$ cat config.mk
export PLATFORM = sky130hd
export DESIGN_NAME = emas_top
export DESIGN_NICKNAME = d
export VERILOG_FILES = /design/src/rtl/emas_pkg.sv /design/src/rtl/emas_sm_if.sv /design/src/rtl/emas_pin_sync.sv /design/src/rtl/emas_sm_seq.sv /design/src/rtl/emas_top.sv
export SDC_FILE = /design/constraint.sdc
export NUM_CORES = 1
export LEC_CHECK = 0
export ABC_AREA = 1
export BUFFER_PORTS_ARGS = -buffer_cell sky130_fd_sc_hd__buf_4
export CAP_MARGIN = 10
export CORE_ASPECT_RATIO = 2
export CORE_MARGIN = 5
export CORE_UTILIZATION = 30
export DETAILED_ROUTE_END_ITERATION = 10
export SYNTH_ARGS = -nofsm -noshare
export SYNTH_HDL_FRONTEND = slang
export SYNTH_SLANG_ARGS = --single-unit
$ cat constraint.sdc
create_clock -name sys_clk -period 4.35 [get_ports sys_clk]
set_input_delay 0.87 -clock sys_clk [delete_from_list [all_inputs] [get_ports sys_clk]]
set_output_delay 0.87 -clock sys_clk [all_outputs]
set_load 0.03 [all_outputs]
$ cat src/rtl/emas_pkg.sv
// Shared constants, kind codes and timing tables for the memory sequencer
package emas_pkg;
	// Clock rates; the static interface tick is derived from their ratio
	localparam int SYS_CLK_MHZ = 100;
	localparam int SM_CLK_MHZ = 75;

	localparam int ADDR_W = 22;
	localparam int SD_COL_W = 9;
	localparam int SD_ROW_W = 13;
	localparam int DQ_W = 16;
	localparam int KIND_W = 3;

	// Access kinds presented by the router
	localparam logic [2:0] KIND_RD1 = 3'h0;
	localparam logic [2:0] KIND_WR1 = 3'h1;
	localparam logic [2:0] KIND_RD2 = 3'h2;
	localparam logic [2:0] KIND_WR2 = 3'h3;
	localparam logic [2:0] KIND_FETCH = 3'h4;
	localparam logic [2:0] KIND_FILL = 3'h5;

	localparam logic [4:0] WORDS_SINGLE = 5'h01;
	localparam logic [4:0] WORDS_DOUBLE = 5'h02;
	localparam logic [4:0] WORDS_LINE = 5'h08;

	// SDRAM timing in router clocks, counted from the column command; SD_ACT_TO_CMD from the activate
	localparam logic [4:0] SD_ACT_TO_CMD = 5'h03;
	localparam logic [4:0] SD_LATCH_FIRST = 5'h03;
	localparam logic [4:0] SD_STOP_SINGLE = 5'h01;
	localparam logic [4:0] SD_STOP_DOUBLE = 5'h02;
	localparam logic [4:0] SD_STOP_LINE = 5'h08;
	localparam logic [4:0] SD_WR_PERIOD = 5'h04;
	localparam logic [4:0] SD_RD_PERIOD = 5'h0a;
	localparam logic [4:0] SD_FILL_PERIOD = 5'h14;

	// Static memory timing in interface clocks
	localparam logic [2:0] SM_RD_SLOT = 3'h6;
	localparam logic [2:0] SM_WE_LEAD = 3'h1;
	localparam logic [2:0] SM_WE_LOW = 3'h5;
	localparam logic [2:0] SM_WR_SLOT = 3'h7;
	localparam logic [3:0] SM_RD_GAP = 4'h5;
	localparam logic [3:0] SM_WR_GAP = 4'h4;
	localparam logic [3:0] SM_FILL_GAP = 4'ha;

	function automatic logic kind_write(input logic [2:0] k);
		return (k == KIND_WR1) || (k == KIND_WR2);
	endfunction : kind_write

	// Fetch falls to the double-word entries
	function automatic logic [4:0] kind_words(input logic [2:0] k);
		case (k)
			KIND_RD1, KIND_WR1: return WORDS_SINGLE;
			KIND_FILL: return WORDS_LINE;
			default: return WORDS_DOUBLE;
		endcase
	endfunction : kind_words

	function automatic logic [4:0] sd_period(input logic [2:0] k);
		case (k)
			KIND_WR1, KIND_WR2: return SD_WR_PERIOD;
			KIND_FILL: return SD_FILL_PERIOD;
			default: return SD_RD_PERIOD;
		endcase
	endfunction : sd_period

	function automatic logic [4:0] sd_stop(input logic [2:0] k);
		case (k)
			KIND_RD1, KIND_WR1: return SD_STOP_SINGLE;
			KIND_FILL: return SD_STOP_LINE;
			default: return SD_STOP_DOUBLE;
		endcase
	endfunction : sd_stop

	function automatic logic [3:0] sm_gap(input logic [2:0] k);
		case (k)
			KIND_WR1, KIND_WR2: return SM_WR_GAP;
			KIND_FILL: return SM_FILL_GAP;
			default: return SM_RD_GAP;
		endcase
	endfunction : sm_gap
endpackage : emas_pkg

$ cat src/rtl/emas_sm_if.sv
// Request and response bundle between the top and the static memory sequencer
`timescale 1ns/1ns
`default_nettype none
interface emas_sm_if;
	logic req_valid;
	logic req_ready;
	logic [emas_pkg::KIND_W-1:0] req_kind;
	logic [emas_pkg::ADDR_W-1:0] req_addr;
	logic [31:0] req_wdata;
	logic rsp_valid;
	logic [emas_pkg::DQ_W-1:0] rsp_data;
	logic rsp_last;
	modport seq (input req_valid, req_kind, req_addr, req_wdata,
		output req_ready, rsp_valid, rsp_data, rsp_last);
	modport ctl (output req_valid, req_kind, req_addr, req_wdata,
		input req_ready, rsp_valid, rsp_data, rsp_last);
endinterface : emas_sm_if
`default_nettype wire

$ cat src/rtl/emas_pin_sync.sv
// Three-stage input synchroniser with agreement filter, one per bit
`timescale 1ns/1ns
`default_nettype none
module emas_pin_sync #(
	parameter int W = 16
) (
	input wire logic sys_clk,
	input wire logic sys_rst,
	input wire logic [W-1:0] din,
	output logic [W-1:0] dout
);
	for (genvar i = 0; i < W; i++) begin : g_bit
		logic s1_ff, s2_ff, s3_ff, q_ff;
		// Stage one feeds only stage two; the filter looks at stages two and three
		always_ff @(posedge sys_clk) begin
			if (sys_rst) begin
				s1_ff <= 1'b0;
				s2_ff <= 1'b0;
				s3_ff <= 1'b0;
				q_ff <= 1'b0;
			end else begin
				s1_ff <= din[i];
				s2_ff <= s1_ff;
				s3_ff <= s2_ff;
				if (s2_ff == s3_ff) q_ff <= s3_ff;
			end
		end
		assign dout[i] = q_ff;
	end
endmodule : emas_pin_sync
`default_nettype wire

$ cat src/rtl/emas_sm_seq.sv
// Static memory strobe sequencer running on a derived interface-clock tick
`timescale 1ns/1ns
`default_nettype none
module emas_sm_seq (
	input wire logic sys_clk,
	input wire logic sys_rst,
	emas_sm_if.seq bus,
	output logic sm_ce_n,
	output logic sm_oe_n,
	output logic sm_we_n,
	output logic [emas_pkg::ADDR_W-1:0] sm_addr,
	output logic [emas_pkg::DQ_W-1:0] sm_dq_o,
	output logic sm_dq_oe,
	input wire logic [emas_pkg::DQ_W-1:0] sm_dq_i
);
	typedef enum logic [3:0] {
		SM_IDLE = 4'h1, SM_START = 4'h2, SM_ACTIVE = 4'h4, SM_RECOV = 4'h8
	} emas_sm_state_e;
	localparam logic [7:0] TICK_INC = 8'(emas_pkg::SM_CLK_MHZ);
	localparam logic [7:0] TICK_MOD = 8'(emas_pkg::SYS_CLK_MHZ);

	emas_sm_state_e st_ff, nxt_st;
	logic [7:0] acc_ff;
	logic [2:0] kind_ff, slot_ff, nxt_slot;
	logic [4:0] word_ff, nxt_word;
	logic [3:0] rec_ff, nxt_rec;
	logic [emas_pkg::ADDR_W-1:0] base_ff;
	logic [31:0] wdata_ff;
	logic ce_n_ff, oe_n_ff, we_n_ff, dq_oe_ff, rsp_valid_ff, rsp_last_ff;
	logic [emas_pkg::ADDR_W-1:0] addr_ff;
	logic [emas_pkg::DQ_W-1:0] dq_o_ff, rsp_data_ff, dq_filt;

	// Fractional accumulator: 75 ticks per 100 system clocks
	wire [7:0] acc_sum = acc_ff + TICK_INC;
	wire tick = acc_sum >= TICK_MOD;
	wire [7:0] nxt_acc = tick ? acc_sum - TICK_MOD : acc_sum;

	wire accept = bus.req_valid && st_ff == SM_IDLE;
	wire [2:0] nxt_kind = accept ? bus.req_kind : kind_ff;
	wire [emas_pkg::ADDR_W-1:0] nxt_base = accept ? bus.req_addr : base_ff;
	wire [31:0] nxt_wdata = accept ? bus.req_wdata : wdata_ff;
	wire wr = emas_pkg::kind_write(kind_ff);
	wire [2:0] slot_len = wr ? emas_pkg::SM_WR_SLOT : emas_pkg::SM_RD_SLOT;
	wire slot_end = slot_ff == slot_len - 3'h1;
	wire word_end = word_ff == emas_pkg::kind_words(kind_ff) - 5'h01;
	wire [3:0] gap = emas_pkg::sm_gap(kind_ff);
	wire rd_done = tick && st_ff == SM_ACTIVE && !wr && slot_end;

	// Strobe sequencing; the tick spent in idle completes the recovery gap
	always_comb begin
		nxt_st = st_ff;
		nxt_slot = slot_ff;
		nxt_word = word_ff;
		nxt_rec = rec_ff;
		case (st_ff)
			SM_IDLE: begin
				if (accept) nxt_st = tick ? SM_ACTIVE : SM_START;
				nxt_slot = 3'h0;
				nxt_word = 5'h00;
			end
			SM_START: if (tick) nxt_st = SM_ACTIVE;
			SM_ACTIVE: if (tick) begin
				if (!slot_end) begin
					nxt_slot = slot_ff + 3'h1;
				end else if (!word_end) begin
					nxt_slot = 3'h0;
					nxt_word = word_ff + 5'h01;
				end else begin
					nxt_st = SM_RECOV;
					nxt_rec = 4'h0;
				end
			end
			SM_RECOV: if (tick) begin
				if (rec_ff == gap - 4'h2) nxt_st = SM_IDLE;
				else nxt_rec = rec_ff + 4'h1;
			end
			default: nxt_st = SM_IDLE;
		endcase
	end

	// Pin values for the coming cycle
	wire nx_act = nxt_st == SM_ACTIVE;
	wire nx_wr = emas_pkg::kind_write(nxt_kind);
	wire nx_we = nx_act && nx_wr && nxt_slot >= emas_pkg::SM_WE_LEAD
		&& nxt_slot < emas_pkg::SM_WE_LEAD + emas_pkg::SM_WE_LOW;
	wire [emas_pkg::ADDR_W-1:0] nx_addr = nxt_base + emas_pkg::ADDR_W'(nxt_word);
	wire [15:0] nx_dq = nxt_word[0] ? nxt_wdata[31:16] : nxt_wdata[15:0];

	emas_pin_sync #(.W(emas_pkg::DQ_W)) u_dq_sync (
		.sys_clk(sys_clk),
		.sys_rst(sys_rst),
		.din(sm_dq_i),
		.dout(dq_filt)
	);

	// State, request hold and registered pins
	always_ff @(posedge sys_clk) begin
		if (sys_rst) begin
			st_ff <= SM_IDLE;
			acc_ff <= 8'h00;
			kind_ff <= 3'h0;
			slot_ff <= 3'h0;
			word_ff <= 5'h00;
			rec_ff <= 4'h0;
			base_ff <= '0;
			wdata_ff <= 32'h0;
			ce_n_ff <= 1'b1;
			oe_n_ff <= 1'b1;
			we_n_ff <= 1'b1;
			dq_oe_ff <= 1'b0;
			addr_ff <= '0;
			dq_o_ff <= 16'h0;
		end else begin
			st_ff <= nxt_st;
			acc_ff <= nxt_acc;
			kind_ff <= nxt_kind;
			slot_ff <= nxt_slot;
			word_ff <= nxt_word;
			rec_ff <= nxt_rec;
			base_ff <= nxt_base;
			wdata_ff <= nxt_wdata;
			ce_n_ff <= !nx_act;
			oe_n_ff <= !(nx_act && !nx_wr);
			we_n_ff <= !nx_we;
			dq_oe_ff <= nx_act && nx_wr;
			addr_ff <= nx_addr;
			dq_o_ff <= nx_dq;
		end
	end

	// Read data is taken at the final tick of each word's strobe
	always_ff @(posedge sys_clk) begin
		if (sys_rst) begin
			rsp_valid_ff <= 1'b0;
			rsp_last_ff <= 1'b0;
			rsp_data_ff <= 16'h0;
		end else begin
			rsp_valid_ff <= rd_done;
			rsp_last_ff <= rd_done && word_end;
			if (rd_done) rsp_data_ff <= dq_filt;
		end
	end

	assign bus.req_ready = st_ff == SM_IDLE;
	assign bus.rsp_valid = rsp_valid_ff;
	assign bus.rsp_data = rsp_data_ff;
	assign bus.rsp_last = rsp_last_ff;
	assign sm_ce_n = ce_n_ff;
	assign sm_oe_n = oe_n_ff;
	assign sm_we_n = we_n_ff;
	assign sm_addr = addr_ff;
	assign sm_dq_o = dq_o_ff;
	assign sm_dq_oe = dq_oe_ff;
endmodule : emas_sm_seq
`default_nettype wire

$ cat src/rtl/emas_top.sv
// External memory access sequencer: request slot, SDRAM sequencer, static port
//
// Summary of operation
// - Write command three clocks after activate
// - Write data driven with the write command
// - Single write: burst stop the next clock
// - Single writes repeat every four clocks
// - New row write adds three-clock activate
// - Double read: stop at two, latch at three and four
// - Double reads repeat every ten clocks
// - Double write: two data, stop, one idle
// - Uncached fetch equals double read, ten clocks
// - Line fill: eight words, latched clocks 3-10
// - Fill: stop at eight, repeat every twenty
// - Static port counts 75 MHz ticks
// - Static single read: six active, eleven period
// - Static write: strobe five, seven total
// - Static writes: four idle, eleven period
// - Static double read: twelve active, seventeen
// - Static double write: 5-2-5, eighteen total
// - Static uncached fetch equals double read
// - SDRAM clocked at router clock rate
// - Single read: stop next, latch third clock
// - Read to other row adds activate
`timescale 1ns/1ns
`default_nettype none
module emas_top (
	input wire logic sys_clk,
	input wire logic sys_rst,
	input wire logic req_valid,
	output logic req_ready,
	input wire logic req_to_static,
	input wire logic [emas_pkg::KIND_W-1:0] req_kind,
	input wire logic [emas_pkg::ADDR_W-1:0] req_addr,
	input wire logic [31:0] req_wdata,
	output logic rsp_valid,
	output logic [emas_pkg::DQ_W-1:0] rsp_data,
	output logic rsp_last,
	output logic sd_ras_n,
	output logic sd_cas_n,
	output logic sd_we_n,
	output logic [emas_pkg::SD_ROW_W-1:0] sd_addr,
	output logic [emas_pkg::DQ_W-1:0] sd_dq_o,
	output logic sd_dq_oe,
	input wire logic [emas_pkg::DQ_W-1:0] sd_dq_i,
	output logic sm_ce_n,
	output logic sm_oe_n,
	output logic sm_we_n,
	output logic [emas_pkg::ADDR_W-1:0] sm_addr,
	output logic [emas_pkg::DQ_W-1:0] sm_dq_o,
	output logic sm_dq_oe,
	input wire logic [emas_pkg::DQ_W-1:0] sm_dq_i
);
	localparam int AW = emas_pkg::ADDR_W;
	localparam int CW = emas_pkg::SD_COL_W;
	localparam int RW = emas_pkg::SD_ROW_W;

	typedef enum logic [2:0] {
		SD_IDLE = 3'h1, SD_ACT = 3'h2, SD_XFER = 3'h4
	} emas_sd_state_e;

	emas_sm_if sm_bus ();

	// One-entry request slot; its fullness is the back-pressure to the router
	logic pend_vld_ff, pend_sm_ff, req_ready_ff;
	logic [2:0] pend_kind_ff;
	logic [AW-1:0] pend_addr_ff;
	logic [31:0] pend_wdata_ff;

	// SDRAM sequencer state
	emas_sd_state_e sd_state_ff, nxt_sd_state;
	logic [4:0] sd_cnt_ff, nxt_sd_cnt;
	logic [2:0] sd_kind_ff, nxt_sd_kind;
	logic [AW-1:0] sd_addr_q_ff, nxt_sd_addr_q;
	logic [31:0] sd_wdata_ff, nxt_sd_wdata;
	logic row_open_ff;
	logic [RW-1:0] open_row_ff;

	// Registered pins and response
	logic ras_n_ff, cas_n_ff, we_n_ff, dq_oe_ff;
	logic [RW-1:0] sd_addr_ff;
	logic [15:0] dq_o_ff, rsp_data_ff;
	logic rsp_valid_ff, rsp_last_ff;

	// Slot bookkeeping and dispatch decisions
	wire accept = req_valid && req_ready_ff;
	wire [RW-1:0] pend_row = pend_addr_ff[AW-1:CW];
	wire row_hit = row_open_ff && pend_row == open_row_ff;
	wire [4:0] sd_period = emas_pkg::sd_period(sd_kind_ff);
	wire sd_last = sd_state_ff == SD_XFER && sd_cnt_ff == sd_period - 5'h01;
	wire sd_free = sd_state_ff == SD_IDLE || sd_last;
	// Ports never run together, so their responses cannot collide
	wire take_sd = pend_vld_ff && !pend_sm_ff && sd_free && sm_bus.req_ready;
	wire take_sm = pend_vld_ff && pend_sm_ff && sm_bus.req_ready && sd_state_ff == SD_IDLE;
	wire nxt_pend_vld = accept || (pend_vld_ff && !(take_sd || take_sm));

	always_ff @(posedge sys_clk) begin
		if (sys_rst) begin
			pend_vld_ff <= 1'b0;
			req_ready_ff <= 1'b1;
			pend_sm_ff <= 1'b0;
			pend_kind_ff <= 3'h0;
			pend_addr_ff <= '0;
			pend_wdata_ff <= 32'h0;
		end else begin
			pend_vld_ff <= nxt_pend_vld;
			req_ready_ff <= !nxt_pend_vld;
			if (accept) begin
				pend_sm_ff <= req_to_static;
				pend_kind_ff <= req_kind;
				pend_addr_ff <= req_addr;
				pend_wdata_ff <= req_wdata;
			end
		end
	end

	// SDRAM sequencing; the counter restarts at zero on the column command
	always_comb begin
		nxt_sd_state = sd_state_ff;
		nxt_sd_cnt = sd_cnt_ff + 5'h01;
		nxt_sd_kind = sd_kind_ff;
		nxt_sd_addr_q = sd_addr_q_ff;
		nxt_sd_wdata = sd_wdata_ff;
		case (sd_state_ff)
			SD_ACT: begin
				if (sd_cnt_ff == emas_pkg::SD_ACT_TO_CMD - 5'h01) begin
					nxt_sd_state = SD_XFER;
					nxt_sd_cnt = 5'h00;
				end
			end
			SD_XFER: if (sd_last) nxt_sd_state = SD_IDLE;
			default: nxt_sd_cnt = sd_cnt_ff;
		endcase
		if (take_sd) begin
			nxt_sd_kind = pend_kind_ff;
			nxt_sd_addr_q = pend_addr_ff;
			nxt_sd_wdata = pend_wdata_ff;
			nxt_sd_cnt = 5'h00;
			nxt_sd_state = row_hit ? SD_XFER : SD_ACT;
		end
	end

	// Command decode for the coming cycle, so pins leave straight from flops
	wire nx_xfer = nxt_sd_state == SD_XFER;
	wire nx_wr = emas_pkg::kind_write(nxt_sd_kind);
	wire nx_act = nxt_sd_state == SD_ACT && nxt_sd_cnt == 5'h00;
	wire nx_cmd = nx_xfer && nxt_sd_cnt == 5'h00;
	wire nx_stop = nx_xfer && nxt_sd_cnt == emas_pkg::sd_stop(nxt_sd_kind);
	wire nx_drive = nx_xfer && nx_wr
		&& nxt_sd_cnt < emas_pkg::kind_words(nxt_sd_kind);
	wire [RW-1:0] nx_col = {{(RW-CW){1'b0}}, nxt_sd_addr_q[CW-1:0]};
	wire [RW-1:0] nx_addr = nx_act ? nxt_sd_addr_q[AW-1:CW] : nx_col;
	wire [15:0] nx_dq = nxt_sd_cnt[0] ? nxt_sd_wdata[31:16] : nxt_sd_wdata[15:0];

	// Read capture window relative to the column command
	wire sd_rd = sd_state_ff == SD_XFER && !emas_pkg::kind_write(sd_kind_ff);
	wire [4:0] lat_end = emas_pkg::SD_LATCH_FIRST + emas_pkg::kind_words(sd_kind_ff);
	wire sd_latch = sd_rd && sd_cnt_ff >= emas_pkg::SD_LATCH_FIRST
		&& sd_cnt_ff < lat_end;
	wire sd_lastword = sd_cnt_ff == lat_end - 5'h01;

	// Sequencer registers and open-row memory
	always_ff @(posedge sys_clk) begin
		if (sys_rst) begin
			sd_state_ff <= SD_IDLE;
			sd_cnt_ff <= 5'h00;
			sd_kind_ff <= 3'h0;
			sd_addr_q_ff <= '0;
			sd_wdata_ff <= 32'h0;
			row_open_ff <= 1'b0;
			open_row_ff <= '0;
		end else begin
			sd_state_ff <= nxt_sd_state;
			sd_cnt_ff <= nxt_sd_cnt;
			sd_kind_ff <= nxt_sd_kind;
			sd_addr_q_ff <= nxt_sd_addr_q;
			sd_wdata_ff <= nxt_sd_wdata;
			if (take_sd && !row_hit) begin
				row_open_ff <= 1'b1;
				open_row_ff <= pend_row;
			end
		end
	end

	// The memory runs on sys_clk itself, hence no synchroniser on its data
	always_ff @(posedge sys_clk) begin
		if (sys_rst) begin
			ras_n_ff <= 1'b1;
			cas_n_ff <= 1'b1;
			we_n_ff <= 1'b1;
			dq_oe_ff <= 1'b0;
			sd_addr_ff <= '0;
			dq_o_ff <= 16'h0;
		end else begin
			ras_n_ff <= !nx_act;
			cas_n_ff <= !nx_cmd;
			we_n_ff <= !((nx_cmd && nx_wr) || nx_stop);
			dq_oe_ff <= nx_drive;
			sd_addr_ff <= nx_addr;
			dq_o_ff <= nx_dq;
		end
	end

	// Static port request and response merging
	assign sm_bus.req_valid = take_sm;
	assign sm_bus.req_kind = pend_kind_ff;
	assign sm_bus.req_addr = pend_addr_ff;
	assign sm_bus.req_wdata = pend_wdata_ff;

	wire nxt_rsp_valid = sd_latch || sm_bus.rsp_valid;
	wire [15:0] nxt_rsp_data = sd_latch ? sd_dq_i : sm_bus.rsp_data;
	wire nxt_rsp_last = sd_latch ? sd_lastword : sm_bus.rsp_last;

	always_ff @(posedge sys_clk) begin
		if (sys_rst) begin
			rsp_valid_ff <= 1'b0;
			rsp_data_ff <= 16'h0;
			rsp_last_ff <= 1'b0;
		end else begin
			rsp_valid_ff <= nxt_rsp_valid;
			rsp_data_ff <= nxt_rsp_data;
			rsp_last_ff <= nxt_rsp_last;
		end
	end

	emas_sm_seq u_sm_seq (
		.sys_clk(sys_clk),
		.sys_rst(sys_rst),
		.bus(sm_bus.seq),
		.sm_ce_n(sm_ce_n),
		.sm_oe_n(sm_oe_n),
		.sm_we_n(sm_we_n),
		.sm_addr(sm_addr),
		.sm_dq_o(sm_dq_o),
		.sm_dq_oe(sm_dq_oe),
		.sm_dq_i(sm_dq_i)
	);

	assign req_ready = req_ready_ff;
	assign rsp_valid = rsp_valid_ff;
	assign rsp_data = rsp_data_ff;
	assign rsp_last = rsp_last_ff;
	assign sd_ras_n = ras_n_ff;
	assign sd_cas_n = cas_n_ff;
	assign sd_we_n = we_n_ff;
	assign sd_addr = sd_addr_ff;
	assign sd_dq_o = dq_o_ff;
	assign sd_dq_oe = dq_oe_ff;
endmodule : emas_top
`default_nettype wire

======== Yosys cells after proc, flatten, opt, wreduce, memory -nomap -nowiden ========
Index checks and enable logic that the tools add are counted.
cells by class
  add/sub/neg operators ................... 13
  bitwise gates (word level) .............. 1
  eq/ne operators ......................... 50
  muxes and demuxes ....................... 49
  $lt $le $gt $ge ......................... 6
  reduce and logical (&&, ||, !) cells .... 63
operator list
  cell                                                                count
  32-bit 2-to-1 mux                                                   2
  16-bit 2-to-1 mux                                                   3
  4-bit 2-to-1 mux                                                    12
  22-bit 2-to-1 mux                                                   2
  4-bit one-hot mux with 2 select lines                               5
  3-bit 2-to-1 mux                                                    10
  5-bit one-hot mux with 2 select lines                               3
  1-bit logical AND                                                   29
  5-bit 2-to-1 mux                                                    5
  22-bit by 5-bit adder with 22-bit output                            1
  5-bit == test                                                       4
  3-bit by 2-bit == test with 1-bit output, second input constant     6
  1-bit == test                                                       16
  4-bit one-hot mux with 4 select lines                               1
  3-bit by 1-bit == test with 1-bit output, second input constant     5
  3-bit == test, second input constant                                5
  13-bit == test                                                      1
  1-bit zero test                                                     13
  3-bit one-hot mux with 2 select lines                               2
  2-bit OR reduction                                                  6
  5-bit by 1-bit adder with 5-bit output, second input constant       2
  5-bit < comparator                                                  2
  5-bit by 1-bit subtractor with 5-bit output, second input constant  2
  3-bit zero test                                                     3
  29 further kinds                                                    42
word-level totals
  output and inout bits ................... 94
  bits of input ports ..................... 93
  word-level logic and storage cells ...... 286
  register bits after elaboration ......... 395

======== Longest topological paths before layout ========
  word-level depth ........................ 17
  depth in mapped cells ................... 31
  gate-level depth less buffers ........... 30

======== By module ========
Synthesis repeated with hierarchy kept, for this count alone.
second synthesis, totals
  cell total of the unflattened synthesis .. 2009
  area total of the unflattened synthesis .. 15672.5 um^2
modules (own cells, without submodules)
  module         cells an instance  seq. area each (um^2)  instances  area an instance (um^2)
  emas_top       970                3803.6                 1          7350.8
  emas_sm_seq    808                2822.7                 1          6288.5
  emas_pin_sync  231                1281.2                 1          2033.2

======== Worst setup path after synthesis ========
OpenSTA, ideal clock, no wires.
  path kind ............................... flip-flop to flip-flop
  start ................................... register u_sm_seq.acc_ff[0]
  end ..................................... register u_sm_seq.addr_ff, in the netlist u_sm_seq.sm_addr[18]
  period minus slack after synthesis ...... 3.417 ns
  cell stages (with the launch flop) ...... 31
  library setup time ...................... 0.109 ns
  arrival ................................. 3.308 ns
  required time ........................... 4.241 ns
  path buffers ............................ 1
  slack ................................... 0.933 ns
  cells stage by stage .................... dfxtp_1 > inv_1 > ha_1 > inv_1 > or2_2 > nand2_1 > ha_1 > inv_1 > nor2_1 > nand2_1 > nand2_2 > nand2_4 > nand3_1 > nand2_1 > nand2_1 > inv_2 > buf_6 > ha_1 > fa_1 > nand3_1 > nand2_1 > nand2_1 > nand2_1 > nand3_1 > nor2_4 > nand4_2 > inv_1 > nand2_1 > o21ai_0 > nand2_1 > inv_1
between the ends
  word-level cells in the longest chain between the ends .. 5
ends and longest elaborated chain
  item                                            RTL line            source
  from (decl)                                     emas_sm_seq.sv:23   logic [7:0] acc_ff;
  from (signal assigned)                          emas_sm_seq.sv:115  acc_ff <= nxt_acc;
  8-bit by 7-bit adder with 8-bit output          emas_sm_seq.sv:34   wire [7:0] acc_sum = acc_ff + TICK_INC;
  via u_sm_seq.acc_sum[0]                         emas_sm_seq.sv:34
  8-bit by 7-bit >= comparator with 1-bit output  emas_sm_seq.sv:35   wire tick = acc_sum >= TICK_MOD;
  5-bit 2-to-1 mux                                emas_sm_seq.sv:62   SM_ACTIVE: if (tick) begin
  5-bit one-hot mux with 2 select lines           emas_sm_seq.sv:55   case (st_ff)
  via u_sm_seq.nxt_word[0]                        emas_sm_seq.sv:25   logic [4:0] word_ff, nxt_word;
  22-bit by 5-bit adder with 22-bit output        emas_sm_seq.sv:86   wire [emas_pkg::ADDR_W-1:0] nx_addr = nxt_base + emas_pkg::ADDR_W'(nxt_word);
  to (signal assigned)                            emas_sm_seq.sv:126  addr_ff <= nx_addr;
  to (decl)                                       emas_sm_seq.sv:30   logic [emas_pkg::ADDR_W-1:0] addr_ff;
The timed path passes the listed nets, and every way through them passes these cells.
A chain may end at the register's enable or synchronous reset.

======== Worst setup path after layout ========
  start ................................... register u_sm_seq.acc_ff[0]
  end ..................................... register u_sm_seq.addr_ff, in the netlist u_sm_seq.sm_addr[20]
The elaborated chain is that of the path after synthesis.

==> run metrics <==
top-count cell post-synth dfxtp_1; area leader, netlist dfxtp_1; CTS resizes 0; n_diodes 0; Max Cap Viol 0; grt total ovfl 0; CTS tree done; floorplan row count 117; CP max stage delay 0.36 ns; Synth Flop Type dfxtp_1; # IOs 187; R2R cell count 27; Clock Tree Root clkbuf_16; port bufs 186; Tot Pwr 8840 µW; fin area 18500 µm²; routability cong. 0.857; clock latency on the worst-skew pair 0.56 ns; Post-CTS Hold Fix Bufs 0; crit end category register; Final setup viols 0; Worst Hold Class register to register; Mapped Nets 2069; Avg Vias per Cell 4.64; maximum clock rate 263 MHz; synth cell count leaders dfxtp_1 (395), nor2_1 (333), nand2_1 (287); Starting Density 30.1%; Post-Synthesis Cells 1954; Slew Viols, Final 0; Startpoint Class register; clk buf depth 3; die area 55700 µm²; area occupied by multi-input gates 5990 µm²; Post-synth EDFFs 0; worst path required time 4.81 ns; die height 329 µm; dpl hpwl 31.3 mm; Cell Area, Synth 15200 µm²; CP bufs+invs 5; ANT nets after route 0; chip width 169 µm; RSZ-0062 raised after global routing no; clk_skew 0.0380 ns; Nets 2225; post-synthesis register bit count 395; number of global-route vias before repair 13100; Most Frequent Cell on Critical Path nand2_1; Residual DRC 0; Post-CTS Setup Bufs 0; share of layout cells above drive strength 1 15.6%; Register Area 7910 µm²; Inst Count DP 2724; Synth async-reset ratio 0%; peak supply drop 0.415 mV; via count 13000; Avg Cell Area, Syn 7.80 µm²; initial antenna violation count 0; clk sinks 395; Critical Path AT 4.27 ns; post-synthesis sequential area ratio 51.9%; pin count of the biggest net entering global routing 74; Num CTS Buffers 37; Yosys warning count 0; final period utilization 87.4%; Hold Vio Cnt, Final 0; Area Overhead vs Synth 21.3%; DRT Wirelength 44.0 mm; Final Util 36.5%; synth unique cells 53; GRT Total Usage 15.6%; Critical Path Stages 27; synth top area cells dfxtp_1 (52%), nor2_1 (8.2%), nand2_1 (7.1%); final std cells w/o fill 2789; critical path peak fanout 18; Crit Path Category register to register; Least-Margin Pin Slew 0.842 ns; crit path time final 3.80 ns; Core ar. 50700 µm²; CP max-delay cell ha_1; hold depth 2; P per Cell Area 478 nW/µm²; Area after DPL 17200 µm²; cell leakage power 0.00839 µW; Initial DRC Count 639; wire per inst 15.8 µm; Yosys top cell area share 51.9%; status completed; cell family with most CP delay simple AND/OR/NAND/NOR gates; final setup TNS 0 ns; fillers 5356; H-tree levels 2; first-pass GRT wire length 69.4 mm; DRT Pass-1 Iters 5; normalized max-slew margin 43.8%; clock-pin slew on the worst setup and hold paths 0.07 ns
[routing by layer]
layer,GRT usage (%),vias to the layer above,routed length [µm]
met5,0,-,0
met4,6.57,0,1710
met3,2.15,86,1720
met2,29.7,276,23700
met1,16.8,6075,16900
li1,-,6514,-
[tightest hold or removal path, cell delays in order, from the launching register on]
cell	delay (ns)
dfxtp_1	0.30
inv_1	0.04
nor2_1	0.03
[area by class of cell]
cell class,instances,area share [%]
inverters,243,4.96
well taps,654,4.43
clock buffers,49,5.64
clock inverters,15,1.37
flip-flops and latches,395,42.8
repair buffers,205,8.42
multi-input cells,1228,32.4
[stage by stage]
step	hold slack [ns]	worst slack [ns]
6_report	0.400	0.546
5_1_grt	0.422	0.00342
4_1_cts	0.403	0.537
3_5_place_dp	0.395	0.548
3_3_place_gp	0.389	0.651
2_1_floorplan	0.388	0.933
[logic make-up (layout without fill, tap and decap cells)]
kind of cell,after synthesis,after routing,share of synthesized area [%]
adder cells (fa/ha/maj),22,22,1.86
AND/OR/NAND/NOR,774,774,21.9
flip-flops,395,395,51.9
multiplexers,16,16,1.05
XOR/XNOR,9,9,0.517
AO/OA/AOI/OAI,407,407,13.9
buffers and inverters,331,512,8.84
[worst paths after layout]
check | slack (ns) | end | start
max | 0.55 | u_sm_seq.sm_addr[20] | u_sm_seq.acc_ff[0]
min | 0.40 | u_sm_seq.u_dq_sync.g_bit[4].s2_ff | u_sm_seq.u_dq_sync.g_bit[4].s1_ff
max reg2reg | 0.55 | u_sm_seq.sm_addr[20] | u_sm_seq.acc_ff[0]
min reg2reg | 0.40 | u_sm_seq.u_dq_sync.g_bit[4].s2_ff | u_sm_seq.u_dq_sync.g_bit[4].s1_ff
[power by group]
part | leakage (µW) | internal [µW] | switching (µW)
Sequential | 0.00322 | 3870 | 146
Combinational | 0.00455 | 430 | 885
Clock | 0.000628 | 2050 | 1450
Total | 0.00839 | 6350 | 2480
[cells in the final DEF (no fill, tap or decap), types with 17 or more instances in the layout]
cell / Yosys / layout
o21ai_0: 198 / 198
dfxtp_1: 395 / 395
nand2_1: 287 / 286
inv_1: 227 / 227
nor3_1: 23 / 23
nor2_1: 333 / 333
buf_4: 2 / 203
a21oi_1: 158 / 158
ha_1: 21 / 21
nand3_1: 59 / 59
nand2_2: 16 / 17
clkbuf_16: 0 / 38
[flip-flops by register name (all words and copies together) (netlist names), 5 cells and up]
| signal | count |
|---|---|
| rsp_data | 16 |
| u_sm_seq.sm_dq_o | 16 |
| u_sm_seq.word_ff | 5 |
| sd_cnt_ff | 5 |
| u_sm_seq.acc_ff | 8 |
| u_sm_seq.base_ff | 22 |
| open_row_ff | 13 |
| u_sm_seq.u_dq_sync.g_bit.s2_ff | 16 |
| u_sm_seq.sm_addr | 22 |
| u_sm_seq.u_dq_sync.g_bit.s3_ff | 16 |
| sd_addr_q_ff | 22 |
| u_sm_seq.wdata_ff | 32 |
| u_sm_seq.bus.rsp_data | 16 |
| pend_wdata_ff | 32 |
| sd_wdata_ff | 32 |
| pend_addr_ff | 22 |
| u_sm_seq.u_dq_sync.g_bit.q_ff | 16 |
| sd_dq_o | 16 |
| u_sm_seq.u_dq_sync.g_bit.s1_ff | 16 |
| sd_addr | 13 |
Note: power is estimated with default switching activity, not from simulation.
